## src/dasmc_params.svh

```systemverilog
/*
 Offsets, field positions, reset values and mode codes of the converter
 mode and status registers.
 Assumes an 8-bit special function register bus with 8-bit addresses.
*/
`ifndef DASMC_PARAMS_SVH
`define DASMC_PARAMS_SVH

// ========
// Register offsets
`define DASMC_MODE_ADDR      8'hd1
`define DASMC_STAT_ADDR      8'hd8

// ========
// Reset values
`define DASMC_MODE_RESET     8'h00
`define DASMC_STAT_RESET     8'h00

// ========
// Mode register fields
`define DASMC_MODE_PEN_BIT   5
`define DASMC_MODE_AEN_BIT   4
`define DASMC_MODE_FLD_HI    2
`define DASMC_MODE_FLD_LO    0

// ========
// Status register fields
`define DASMC_STAT_PRDY_BIT  7
`define DASMC_STAT_ARDY_BIT  6
`define DASMC_STAT_CAL_BIT   5
`define DASMC_STAT_NREF_BIT  4
`define DASMC_STAT_PERR_BIT  3
`define DASMC_STAT_AERR_BIT  2

// ========
// Operating mode codes
`define DASMC_MD_PDOWN       3'h0
`define DASMC_MD_IDLE        3'h1
`define DASMC_MD_SINGLE      3'h2
`define DASMC_MD_CONT        3'h3

`endif

```

## src/dasmc_pkg.sv

```systemverilog
/*
 Types shared by the converter mode and status logic.
 Assumes the constants of dasmc_params.svh.
*/
package dasmc_pkg;

   // ==================================================================
   // Per-converter run state, Gray coded along off, run, stop
   typedef enum logic [1:0] {
      CS_OFF  = 2'b00,
      CS_RUN  = 2'b01,
      CS_STOP = 2'b11,
      CS_HOLD = 2'b10
   } dasmc_conv_state_t;

   typedef logic [2:0] dasmc_mode_t;

endpackage : dasmc_pkg

```

## src/dasmc_conv_seq.sv

```systemverilog
/*
 Run-state sequencer for one converter: power, filter reset, modulator
 clock, and the acceptance of finished conversions and calibrations.
 Assumes a one-cycle done pulse from the filter and a mode register
 write strobe from the register logic.
*/
`timescale 1ns/1ps
`default_nettype none
`include "dasmc_params.svh"

module dasmc_conv_seq (
   // Clock and reset
   input  wire logic                  ref_clk,
   input  wire logic                  rst_n,
   // Mode
   input  wire logic                  convEnable,
   input  wire dasmc_pkg::dasmc_mode_t modeField,
   input  wire logic                  modeWrite,
   // Filter side
   input  wire logic                  convDone,
   input  wire logic                  clampIn,
   input  wire logic                  calFaultIn,
   input  wire logic                  calInhibit,
   input  wire logic                  readyHeld,
   // State
   output logic                       powerOn,
   output logic                       filterRst,
   output logic                       modClkEn,
   // Events
   output logic                       resultLoad,
   output logic                       coefLoad,
   output logic                       readySet,
   output logic                       errSet,
   output logic                       calSet,
   output logic                       cycleEnd
);

   dasmc_pkg::dasmc_conv_state_t stateReg;
   dasmc_pkg::dasmc_conv_state_t stateNext;
   logic                         resetPulse_reg;
   logic                         active;
   logic                         calMode;
   logic                         oneShot;
   logic                         accept;

   // ==================================================================
   // Mode decode
   assign active  = convEnable && (modeField != `DASMC_MD_PDOWN);
   assign calMode = modeField[2];
   assign oneShot = calMode || (modeField == `DASMC_MD_SINGLE);

   // ==================================================================
   // Converter reset on any mode write
   always_ff @(posedge ref_clk or negedge rst_n) begin
      if (!rst_n) begin
         resetPulse_reg <= 1'b0;
      end else begin
         resetPulse_reg <= modeWrite;
      end
   end

   // ==================================================================
   // Run state
   always_comb begin
      stateNext = stateReg;
      if (resetPulse_reg || !active) begin
         if (!active) begin
            stateNext = dasmc_pkg::CS_OFF;
         end else if (modeField == `DASMC_MD_IDLE) begin
            stateNext = dasmc_pkg::CS_HOLD;
         end else begin
            stateNext = dasmc_pkg::CS_RUN;
         end
      end else if (accept && oneShot) begin
         stateNext = dasmc_pkg::CS_STOP;
      end
   end

   always_ff @(posedge ref_clk or negedge rst_n) begin
      if (!rst_n) begin
         stateReg <= dasmc_pkg::CS_OFF;
      end else begin
         stateReg <= stateNext;
      end
   end

   always_ff @(posedge ref_clk or negedge rst_n) begin
      if (!rst_n) begin
         powerOn   <= 1'b0;
         filterRst <= 1'b1;
         modClkEn  <= 1'b0;
      end else begin
         case (stateNext)
            dasmc_pkg::CS_RUN: begin
               powerOn   <= 1'b1;
               filterRst <= modeWrite;
               modClkEn  <= 1'b1;
            end
            dasmc_pkg::CS_HOLD: begin
               powerOn   <= 1'b1;
               filterRst <= 1'b1;
               modClkEn  <= 1'b1;
            end
            default: begin
               powerOn   <= 1'b0;
               filterRst <= 1'b1;
               modClkEn  <= 1'b0;
            end
         endcase
      end
   end

   // ==================================================================
   // Completion events
   assign accept     = (stateReg == dasmc_pkg::CS_RUN) && !resetPulse_reg && !modeWrite
                       && convDone && !readyHeld;
   assign resultLoad = accept && !calMode;
   assign coefLoad   = accept && calMode && !calInhibit && !calFaultIn;
   assign readySet   = accept;
   assign errSet     = accept && (calMode ? (calInhibit || calFaultIn) : clampIn);
   assign calSet     = accept && calMode;
   assign cycleEnd   = accept && oneShot;

endmodule : dasmc_conv_seq
`default_nettype wire

```

## src/dasmc_top.sv

```systemverilog
/*
 Mode and status registers for a primary and an auxiliary sigma-delta
 converter, with the sequencing that ties them to the converters.
 Assumes a synchronous byte-wide register bus from the core and filter
 logic that pulses a done line at the end of each cycle.
*/
// What this block does
// Primary ready, status bit 7, set when a primary conversion or calibration ends.
// Primary ready clears on software zero write or a launching mode write.
// While ready is set, the converter writes no new result or coefficients.
// Status bit 6 is auxiliary ready, behaving like the primary ready.
// Status bit 5 set on calibration end, cleared only by a launching mode write.
// Missing-reference bit 4 follows the detector only while a converter is active.
// Missing reference with external reference in use forces results to all ones.
// Status bit 3 set when the primary result was clamped to a limit.
// After calibration the error bit flags a fault blocking coefficient update.
// Primary error clears when a mode write starts conversion or calibration.
// Status bit 2 is the auxiliary error bit, like the primary one.
// Mode bit 5 enables the primary converter; cleared keeps it powered down.
// Mode bit 4 enables the auxiliary converter; cleared keeps it powered down.
// Mode field 000 is power-down and the reset value.
// Idle holds filter and modulator in reset with modulator clocks running.
// Single mode performs exactly one conversion per enabled converter, then stops.
// Single conversion end updates results, flags, and writes mode field to 000.
// Continuous mode keeps refreshing results without returning to power-down.
// Any mode register write resets both converters, even with equal value.
// Calibration write clears both ready flags; completion sets mode field 000.
// Auxiliary calibration with temperature input sets ready and error, no coefficients.
`timescale 1ns/1ps
`default_nettype none
`include "dasmc_params.svh"

module dasmc_top (
   // Clock and reset
   input  wire logic        ref_clk,
   input  wire logic        rst_n,
   // Register bus
   input  wire logic [7:0]  sfrAddr,
   input  wire logic        sfrWrEn,
   input  wire logic        sfrRdEn,
   input  wire logic [7:0]  sfrWrData,
   output logic      [7:0]  sfrRdData,
   // Filter and analog side
   input  wire logic [1:0]  convDone,
   input  wire logic [1:0]  clampIn,
   input  wire logic [1:0]  calFaultIn,
   input  wire logic [1:0]  extRefSel,
   input  wire logic        refMissingIn,
   input  wire logic        auxTempSelected,
   input  wire logic [23:0] primaryRaw,
   input  wire logic [15:0] auxiliaryRaw,
   // Converter control
   output logic      [1:0]  convPowerOn,
   output logic      [1:0]  convFilterRst,
   output logic      [1:0]  convModClkEn,
   output logic      [2:0]  opModeOut,
   // Results and coefficients
   output logic      [23:0] primaryResult,
   output logic      [15:0] auxiliaryResult,
   output logic      [1:0]  resultStrobe,
   output logic      [1:0]  coefStrobe
);

   // ==================================================================
   // Decode helpers
   function automatic logic launches(input logic [2:0] md);
      launches = (md == `DASMC_MD_SINGLE) || (md == `DASMC_MD_CONT) || md[2];
   endfunction : launches

   function automatic logic isOneShot(input logic [2:0] md);
      isOneShot = (md == `DASMC_MD_SINGLE) || md[2];
   endfunction : isOneShot

   // ==================================================================
   // Declarations
   logic [1:0]  enable_reg;
   logic [2:0]  modeField_reg;
   logic [1:0]  pending_reg;
   logic [1:0]  ready_reg;
   logic [1:0]  err_reg;
   logic        cal_reg;
   logic        noRef_reg;
   logic        modeWrite;
   logic        statWrite;
   logic        launchNow;
   logic        allDone;
   logic [1:0]  wrEnable;
   logic [1:0]  wrReadyBits;
   logic [2:0]  wrMode;
   logic [1:0]  powerOn;
   logic [1:0]  filterRst;
   logic [1:0]  modClkEn;
   logic [1:0]  resultLoad;
   logic [1:0]  coefLoad;
   logic [1:0]  readySet;
   logic [1:0]  errSet;
   logic [1:0]  calSet;
   logic [1:0]  cycleEnd;
   logic [1:0]  calInhibit;
   logic [1:0]  forceOnes;
   logic        anyActive;
   logic [7:0]  statusByte;

   // ==================================================================
   // Bus decode
   assign modeWrite   = sfrWrEn && (sfrAddr == `DASMC_MODE_ADDR);
   assign statWrite   = sfrWrEn && (sfrAddr == `DASMC_STAT_ADDR);
   assign wrEnable    = {sfrWrData[`DASMC_MODE_PEN_BIT], sfrWrData[`DASMC_MODE_AEN_BIT]};
   assign wrMode      = sfrWrData[`DASMC_MODE_FLD_HI:`DASMC_MODE_FLD_LO];
   assign wrReadyBits = {sfrWrData[`DASMC_STAT_ARDY_BIT], sfrWrData[`DASMC_STAT_PRDY_BIT]};
   assign launchNow   = modeWrite && launches(wrMode);
   assign allDone     = (pending_reg != 2'h0) && ((pending_reg & ~cycleEnd) == 2'h0);
   assign calInhibit  = {auxTempSelected, 1'b0};
   assign anyActive   = (enable_reg != 2'h0) && (modeField_reg != `DASMC_MD_PDOWN);
   assign forceOnes   = extRefSel & {2{noRef_reg}};

   // ==================================================================
   // Mode register; index 0 primary, 1 auxiliary
   always_ff @(posedge ref_clk or negedge rst_n) begin
      if (!rst_n) begin
         enable_reg    <= 2'h0;
         modeField_reg <= `DASMC_MD_PDOWN;
      end else if (modeWrite) begin
         enable_reg    <= {wrEnable[0], wrEnable[1]};
         modeField_reg <= wrMode;
      end else if (allDone) begin
         modeField_reg <= `DASMC_MD_PDOWN;
      end
   end

   // ==================================================================
   // Outstanding one-shot cycles
   always_ff @(posedge ref_clk or negedge rst_n) begin
      if (!rst_n) begin
         pending_reg <= 2'h0;
      end else if (modeWrite) begin
         pending_reg <= isOneShot(wrMode) ? {wrEnable[0], wrEnable[1]} : 2'h0;
      end else begin
         pending_reg <= pending_reg & ~cycleEnd;
      end
   end

   // ==================================================================
   // Per-converter sequencers and flags
   genvar gi;
   generate
      for (gi = 0; gi < 2; gi++) begin : g_conv
         dasmc_conv_seq u_seq (
            .ref_clk    (ref_clk),
            .rst_n      (rst_n),
            .convEnable (enable_reg[gi]),
            .modeField  (modeField_reg),
            .modeWrite  (modeWrite),
            .convDone   (convDone[gi]),
            .clampIn    (clampIn[gi]),
            .calFaultIn (calFaultIn[gi]),
            .calInhibit (calInhibit[gi]),
            .readyHeld  (ready_reg[gi]),
            .powerOn    (powerOn[gi]),
            .filterRst  (filterRst[gi]),
            .modClkEn   (modClkEn[gi]),
            .resultLoad (resultLoad[gi]),
            .coefLoad   (coefLoad[gi]),
            .readySet   (readySet[gi]),
            .errSet     (errSet[gi]),
            .calSet     (calSet[gi]),
            .cycleEnd   (cycleEnd[gi])
         );

         // Ready flag: hardware set wins over any clear
         always_ff @(posedge ref_clk or negedge rst_n) begin
            if (!rst_n) begin
               ready_reg[gi] <= 1'b0;
            end else if (readySet[gi]) begin
               ready_reg[gi] <= 1'b1;
            end else if (launchNow && (wrMode[2] || wrEnable[1 - gi])) begin
               ready_reg[gi] <= 1'b0;
            end else if (statWrite && !wrReadyBits[gi]) begin
               ready_reg[gi] <= 1'b0;
            end
         end

         // Error flag
         always_ff @(posedge ref_clk or negedge rst_n) begin
            if (!rst_n) begin
               err_reg[gi] <= 1'b0;
            end else if (errSet[gi]) begin
               err_reg[gi] <= 1'b1;
            end else if (launchNow) begin
               err_reg[gi] <= 1'b0;
            end
         end
      end
   endgenerate

   // ==================================================================
   // Calibration and reference flags
   always_ff @(posedge ref_clk or negedge rst_n) begin
      if (!rst_n) begin
         cal_reg <= 1'b0;
      end else if (calSet != 2'h0) begin
         cal_reg <= 1'b1;
      end else if (launchNow) begin
         cal_reg <= 1'b0;
      end
   end

   always_ff @(posedge ref_clk or negedge rst_n) begin
      if (!rst_n) begin
         noRef_reg <= 1'b0;
      end else begin
         noRef_reg <= refMissingIn && anyActive;
      end
   end

   // ==================================================================
   // Results and coefficient strobes
   always_ff @(posedge ref_clk or negedge rst_n) begin
      if (!rst_n) begin
         primaryResult <= 24'h000000;
      end else if (resultLoad[0]) begin
         primaryResult <= forceOnes[0] ? 24'hffffff : primaryRaw;
      end
   end

   always_ff @(posedge ref_clk or negedge rst_n) begin
      if (!rst_n) begin
         auxiliaryResult <= 16'h0000;
      end else if (resultLoad[1]) begin
         auxiliaryResult <= forceOnes[1] ? 16'hffff : auxiliaryRaw;
      end
   end

   always_ff @(posedge ref_clk or negedge rst_n) begin
      if (!rst_n) begin
         resultStrobe <= 2'h0;
         coefStrobe   <= 2'h0;
      end else begin
         resultStrobe <= resultLoad;
         coefStrobe   <= coefLoad;
      end
   end

   // ==================================================================
   // Converter control outputs
   always_ff @(posedge ref_clk or negedge rst_n) begin
      if (!rst_n) begin
         convPowerOn   <= 2'h0;
         convFilterRst <= 2'h3;
         convModClkEn  <= 2'h0;
         opModeOut     <= `DASMC_MD_PDOWN;
      end else begin
         convPowerOn   <= powerOn;
         convFilterRst <= filterRst;
         convModClkEn  <= modClkEn;
         opModeOut     <= modeField_reg;
      end
   end

   // ==================================================================
   // Read data
   always_comb begin
      statusByte = `DASMC_STAT_RESET;
      statusByte[`DASMC_STAT_PRDY_BIT] = ready_reg[0];
      statusByte[`DASMC_STAT_ARDY_BIT] = ready_reg[1];
      statusByte[`DASMC_STAT_CAL_BIT]  = cal_reg;
      statusByte[`DASMC_STAT_NREF_BIT] = noRef_reg;
      statusByte[`DASMC_STAT_PERR_BIT] = err_reg[0];
      statusByte[`DASMC_STAT_AERR_BIT] = err_reg[1];
   end

   always_ff @(posedge ref_clk or negedge rst_n) begin
      if (!rst_n) begin
         sfrRdData <= 8'h00;
      end else if (sfrRdEn) begin
         case (sfrAddr)
            `DASMC_MODE_ADDR: begin
               sfrRdData <= {2'h0, enable_reg[0], enable_reg[1], 1'b0, modeField_reg};
            end
            `DASMC_STAT_ADDR: begin
               sfrRdData <= statusByte;
            end
            default: begin
               sfrRdData <= 8'h00;
            end
         endcase
      end
   end

endmodule : dasmc_top
`default_nettype wire

```

## config.mk

```make
export PLATFORM = sky130hd
export DESIGN_NAME = dasmc_top
export DESIGN_NICKNAME = d
export VERILOG_FILES = /design/src/dasmc_pkg.sv /design/src/dasmc_conv_seq.sv /design/src/dasmc_top.sv
export VERILOG_INCLUDE_DIRS = /design/src
export SDC_FILE = /design/constraint.sdc
export NUM_CORES = 1
export LEC_CHECK = 0
export BUFFER_PORTS_ARGS = -buffer_cell sky130_fd_sc_hd__buf_4
export CELL_PAD_IN_SITES_DETAIL_PLACEMENT = 1
export CELL_PAD_IN_SITES_GLOBAL_PLACEMENT = 2
export CORE_MARGIN = 2
export CORE_UTILIZATION = 30
export CTS_CLUSTER_SIZE = 30
export DETAILED_ROUTE_END_ITERATION = 16
export GPL_ROUTABILITY_DRIVEN = 1
export HOLD_SLACK_MARGIN = 0.05
export PLACE_DENSITY_LB_ADDON = 0.3
export SLEW_MARGIN = 5
export SYNTH_ARGS = -nofsm -noshare
export SYNTH_HDL_FRONTEND = slang
export SYNTH_SLANG_ARGS = --single-unit
```

## constraint.sdc

```tcl
create_clock -name ref_clk -period 1.85 [get_ports ref_clk]
set_input_delay 0.2775 -clock ref_clk [delete_from_list [all_inputs] [get_ports ref_clk]]
set_output_delay 0.2775 -clock ref_clk [all_outputs]
set_load 0.02 [all_outputs]
```

==> results.yml, run 1 <==
run_status:
  status: "complete, no violations"
floorplanning:
  row_count: 37
  num_io_pins: 131
  core_area_sq_um: 10320
  fp.dieW_um: 107.3
  die_h_um: 107.3
  die_area_sq_um: 11500
  start_util: 0.3098
power_and_ir_drop:
  p_leak_nw: 2.364
  p_total_w: 0.003170
  ir_worst_vdd_v: 0.0002752
  p_per_area_nw_per_um2: 690.0
  p_clk_frac: 0.355
  comb_power_share: 0.079
  seqPwrFrac: 0.565
  switching_share: 0.2327
  p_int_w: 0.002432
  p_sw_w: 0.0007379
clock_network:
  root_buffer: "clkbuf_8"
  clock_latency_ps: 350
  clock_sinks: 81
  htreeDepth: 3
  clockBufferDepth: 2
  cts_tree: "built"
  cts.clk_slew.worst_paths_ps: 80
  cts_buffers: 9
sta:
  finalHoldViolations: 0
  rsz0062_at_grt: "false"
  worst_pin_slew_ps: 579.8
  fmax_mhz: 575.5
  setup_viol: 0
  slew-limit-headroom: 0.6126
  slew_violations: 0
  period_share: 0.9393
  layout_min_cycle_time_ps: 1738
  skew_ps: 7.968
  tns_ps: 0
  setup_slack_ps: 112.2
drt:
  wl_per_cell_um: 16.88
  drt_iter0_markers: 74
  drt-pass1-iter-count: 4
  num_vias: 2542
  drt_wl_total_um: 8828
  detail_route.vias_per_cell: 4.860
  ant_nets: 0
  drc: 0
global_routing:
  grt_use_total: 0.1576
  grt_pass1_vias: 2625
  antenna_found_initial: 0
  gr-total-overflow: 0
  grt_pass1_wl_um: 13810
  grt_max_degree: 82
layout:
  fillers: 1138
  largest_reg_flops: 24
  top_regs: "primaryResult x24, auxiliaryResult x16, sfrRdData x8"
  final_core_util: 0.4450
  top_register: "primaryResult"
  fin_cells: 523
  layout-drive-gt1-share: 0.4884
  final_nets: 455
  antennaDiodeCount: 0
  area_delta_synth_final_pct: 43.66
yosys:
  ys_seq_area_frac: 0.6354
  synth.most_common_cell: "dfrtp_1"
  ys_top_cells_by_area: "dfrtp_1 60%, o22a_1 8.5%, dfstp_2 3.3%"
  yosysUniqueCellTypes: 41
  synth_edf_count: 0
  ys_top_cells_by_count: "77 x dfrtp_1, 31 x o22a_1, 12 x nand2_1"
  netlist_area_sq_um: 3198
  ys.warnings.count: 0
  syn_area_per_cell_sq_um: 13.78
  async_flop_share: 1.000
  yosysTopAreaCell: "dfrtp_1"
  syn_inst: 232
  synth_top_area_share: 0.6025
  ys_ff_latch: 81
  synthFlopType: "dfrtp_1"
  syn_nets: 304
place:
  place_ws_ps: -112.3
  portBuffers: 129
  place_congestion: 0.7685
  placed_cells: 507
  hpwl_um: 6628
setup_path:
  cp.arrival_ps: 1970
  start_kind: "register"
  reg2reg_depth: 5
  cp_max_fo: 24
  worstSetupEndpointType: "register"
  critPathKind: "reg2reg"
  required_ps: 2080
hold_path:
  holdPathStages: 2
  hold_class: "in2reg"
flow_run:
  maxCapViolations: 0
[kinds of logic after synthesis]
kind of cell | count (synthesis) | share of synthesized area
AOI/OAI and AO/OA | 84 | 0.2285
adders and majority gates | 2 | 0.007823
buffers and inverters | 19 | 0.04029
DFF | 81 | 0.6354
muxes | 2 | 0.006651
and+or+nand+nor | 44 | 0.08138
[repair_timing]
item	CTS	global route
setup buffers	0	0
endpoints found under the setup margin	25	19
resized for setup	1	3
hold endpoints to repair	77	0
hold buffers	1	0
pin swaps	0	1
[final cells by class]
class                   count  area (sq um)  area share
clock buffers              12         145.1     0.03159
clock inverters             3         17.52    0.003813
inverters                   8         30.03    0.006536
multi-input cells         132          1051      0.2288
flip-flops and latches     81          2032      0.4423
well taps                 136         170.2     0.03704
repair buffers            151          1149      0.2500
[routing by layer]
layer | share of wire | GRT usage | vias up
met5 | 0 | 0 | -
met4 | 0.0095 | 0.04638 | 0
met3 | 0.065 | 0.04903 | 7
met2 | 0.48 | 0.2523 | 93
met1 | 0.45 | 0.2054 | 1267
li1 | - | - | 1175
[critical path: stages, from the launching register on]
cell and delay (ps):
dfrtp_1 400, and4bb_2 360, o31ai_4 100, buf_4 140
a211o_4 380, o22a_1 230
[path summary, 6_finish.rpt]
| kind | from | slack [ps] | end |
|---|---|---|---|
| min in group asynchronous | rst_n | 500 | auxiliaryResult[11]$_DFFE_PN0P_ |
| max in group asynchronous | rst_n | 1000 | g_conv[0].u_seq.filterRst$_DFF_PN1_ |
| max | g_conv[0].u_seq.stateReg[1]$_DFF_PN0_ | 110 | primaryResult[17]$_DFFE_PN0P_ |
| min reg2reg | g_conv[1].u_seq.powerOn$_DFF_PN0_ | 350 | convModClkEn[1]$_DFF_PN0_ |
| min | calFaultIn[0] | 90 | coefStrobe[0]$_DFF_PN0_ |
| max reg2reg | g_conv[0].u_seq.stateReg[1]$_DFF_PN0_ | 110 | primaryResult[17]$_DFFE_PN0P_ |
[cell usage in the layout (no fill, tap or decap), drive strengths merged, types with 2 or more instances in the layout]
cell type  count
o311ai         2
o22a          40
and4b          2
inv            8
o311a          2
nand2         12
o2bb2ai        2
a32o           2
buf          150
nor2           7
and4bb         2
a21oi          7
nor3           4
clkinv         2
nor2b          4
o31ai          2
o21ai          9
a221o          3
ha             2
dfrtp         77
a31oi          2
nand2b         4
and3           3
a211o          2
a22o           8
dfstp          4
clkbuf        12
[power by group through the flow]
stage / Sequential (W) / Combinational, W / Clock (W)
after floorplan: 0.00183 / 0.0000467 / 0
after global placement: 0.00183 / 0.000248 / 0
after detailed placement: 0.00183 / 0.000251 / 0
after CTS: 0.00179 / 0.000254 / 0.00118
after global routing: 0.00179 / 0.000279 / 0.00126
final: 0.00179 / 0.000251 / 0.00113
[stage by stage]
stage	instance area (sq um)	hold WS [ps]
CTS	4586	65.03
finish	4594	85.86
detailed placement	4408	342.6
global placement	4408	339.8
floorplan	3198	-18.09
global route	4594	64.63
Note: power is estimated with default switching activity, not from simulation.
==> run 2: changes to the inputs <==
- CORE_UTILIZATION: 30 -> 27
- PLACE_DENSITY: not set -> 0.7
- PLACE_DENSITY_LB_ADDON: 0.3 -> not set
- SETUP_SLACK_MARGIN: not set -> 0.02
- clock period: 1.85 -> 1.5 ns (I/O delays scaled with it)
==> results.yml, run 2 (same netlist as run 1, synthesis figures left out) <==
run_status:
  status: "complete, but fails checks"
  violations: "setup timing"
sta:
  setup_viol: 41
  layout_min_cycle_time_ps: 1578
  finalHoldViolations: 0
  fmax_mhz: 633.6
  slew-limit-headroom: 0.7004
  rsz0062_at_grt: "true"
  tns_ps: -1884
  slew_violations: 0
  setup_slack_ps: -78.41
  skew_ps: 3.872
  worst_pin_slew_ps: 449.4
  hold_slack_ps: 112.1
  period_share: 1.052
drt:
  wl_per_cell_um: 18.28
  drc: 0
  num_vias: 2723
  drt-pass1-iter-count: 4
  drt_wl_total_um: 10150
  drt_iter0_markers: 181
  ant_nets: 0
  detail_route.vias_per_cell: 4.906
setup_path:
  cp_max_fo: 6
  worstSetupEndpoint: "primaryResult[13]$_DFFE_PN0P_"
  required_ps: 1730
  critPathKind: "reg2reg"
  r2r-start: "ready_reg[0]$_DFFE_PN0P_"
  cp.arrival_ps: 1810
  worstSetupEndpointType: "register"
  reg2reg_depth: 5
  reg2reg_to: "primaryResult[13]$_DFFE_PN0P_"
  reg2reg_setup_slack_ps: -80
  crit_start: "ready_reg[0]$_DFFE_PN0P_"
  start_kind: "register"
floorplanning:
  start_util: 0.2789
  fp.dieW_um: 112.8
  core_area_sq_um: 11470
  num_io_pins: 131
  die_h_um: 112.8
  row_count: 39
  die_area_sq_um: 12730
clock_network:
  clock_latency_ps: 330
  root_buffer: "clkbuf_16"
  clockBufferDepth: 2
  cts_buffers: 9
  htreeDepth: 3
  cts.clk_slew.worst_paths_ps: 60
  clock_sinks: 81
  cts_tree: "built"
global_routing:
  antenna_found_initial: 0
  grt_pass1_wl_um: 16130
  grt_use_total: 0.1637
  gr-total-overflow: 0
  grt_max_degree: 31
  grt_pass1_vias: 2965
power_and_ir_drop:
  p_per_area_nw_per_um2: 950.4
  ir_worst_vdd_v: 0.0005558
  p_leak_nw: 2.560
layout:
  final_nets: 479
  design_area_sq_um: 5139
  top_regs: "primaryResult x24, auxiliaryResult x16, sfrRdData x8"
  layout_common_cells: "162 x buf_4, 76 x dfrtp_1, 31 x o22a_1"
  antennaDiodeCount: 0
  layout-drive-gt1-share: 0.5558
  fin_cells: 555
  area_delta_synth_final_pct: 60.68
  fillers: 1235
  largest_reg_flops: 24
  top_register: "primaryResult"
  final_common_cell: "buf_4"
place:
  place_congestion: 0.7691
  hpwl_um: 7129
  post_dp_cell_area_sq_um: 4534
  placed_cells: 526
  portBuffers: 129
hold_path:
  hold_class: "in2reg"
flow_run:
  maxCapViolations: 0
[run 2: critical path, cell delays in order, from the launching register on]
cell	delay, ps
dfrtp_1	370
and4bb_2	360
o31ai_4	90
buf_6	140
a211o_4	310
o22a_2	190
[run 2: metrics by stage]
step / utilization / setup WS [ps] / power [W]
after floorplan: - / -38.26 / 0.002319
after global placement: 0.3954 / -374.2 / 0.002591
after detailed placement: 0.3954 / -464.2 / 0.002594
after CTS: 0.4409 / -108.8 / 0.004942
after global routing: 0.4481 / -150.8 / 0.005074
final: 0.4481 / -78.41 / 0.004884
[run 2: layout make-up]
cell class              instances  area, sq um  area share
repair buffers                170         1339      0.2605
flip-flops and latches         81         2033      0.3957
clock buffers                  12        266.5     0.05186
well taps                     143        178.9     0.03482
multi-input cells             137         1239      0.2411
clock inverters                 4        50.05    0.009739
inverters                       8        32.53    0.006331
[run 2: layer usage]
metal  vias to the layer above  global-route usage  share of wire
met1                      1374              0.2092           0.43
met4                         0             0.06504          0.021
li1                       1242                   -              -
met5                         -                   0              0
met3                        17             0.02999          0.056
met2                        90              0.2754           0.50
[run 2: how the worst min path moves through the flow]
| stage | start | endpoint | slack [ps] | depth (start not counted) |
|---|---|---|---|---|
| finish | auxiliaryRaw[0] | auxiliaryResult[0]$_DFFE_PN0P_ | 110 | 2 |
| detailed placement | rst_n | opModeOut[2]$_DFF_PN0_ | 190 | 1 |
| global route | primaryRaw[21] | primaryResult[21]$_DFFE_PN0P_ | 100 | 2 |
| CTS | auxiliaryRaw[0] | auxiliaryResult[0]$_DFFE_PN0P_ | 100 | 2 |
| global placement | rst_n | opModeOut[2]$_DFF_PN0_ | 190 | 1 |
| floorplan | rst_n | auxiliaryResult[0]$_DFFE_PN0P_ | -70 | 0 |
[run 2: power by group]
| group | total, W | internal [W] | switching (W) |
|---|---|---|---|
| logic | 0.000370 | 0.000200 | 0.000170 |
| registers | 0.00222 | 0.00220 | 0.0000166 |
| clock network | 0.00230 | 0.00142 | 0.000875 |
[run 2: what timing repair did]
item | CTS | global route
gates cloned | 5 | 0
endpoints found under the hold margin | 29 | 0
resized for setup | 20 | 10
endpoints found under the setup margin | 49 | 47
hold buffers | 2 | 0
setup buffers | 3 | 3
pin swaps | 17 | 7
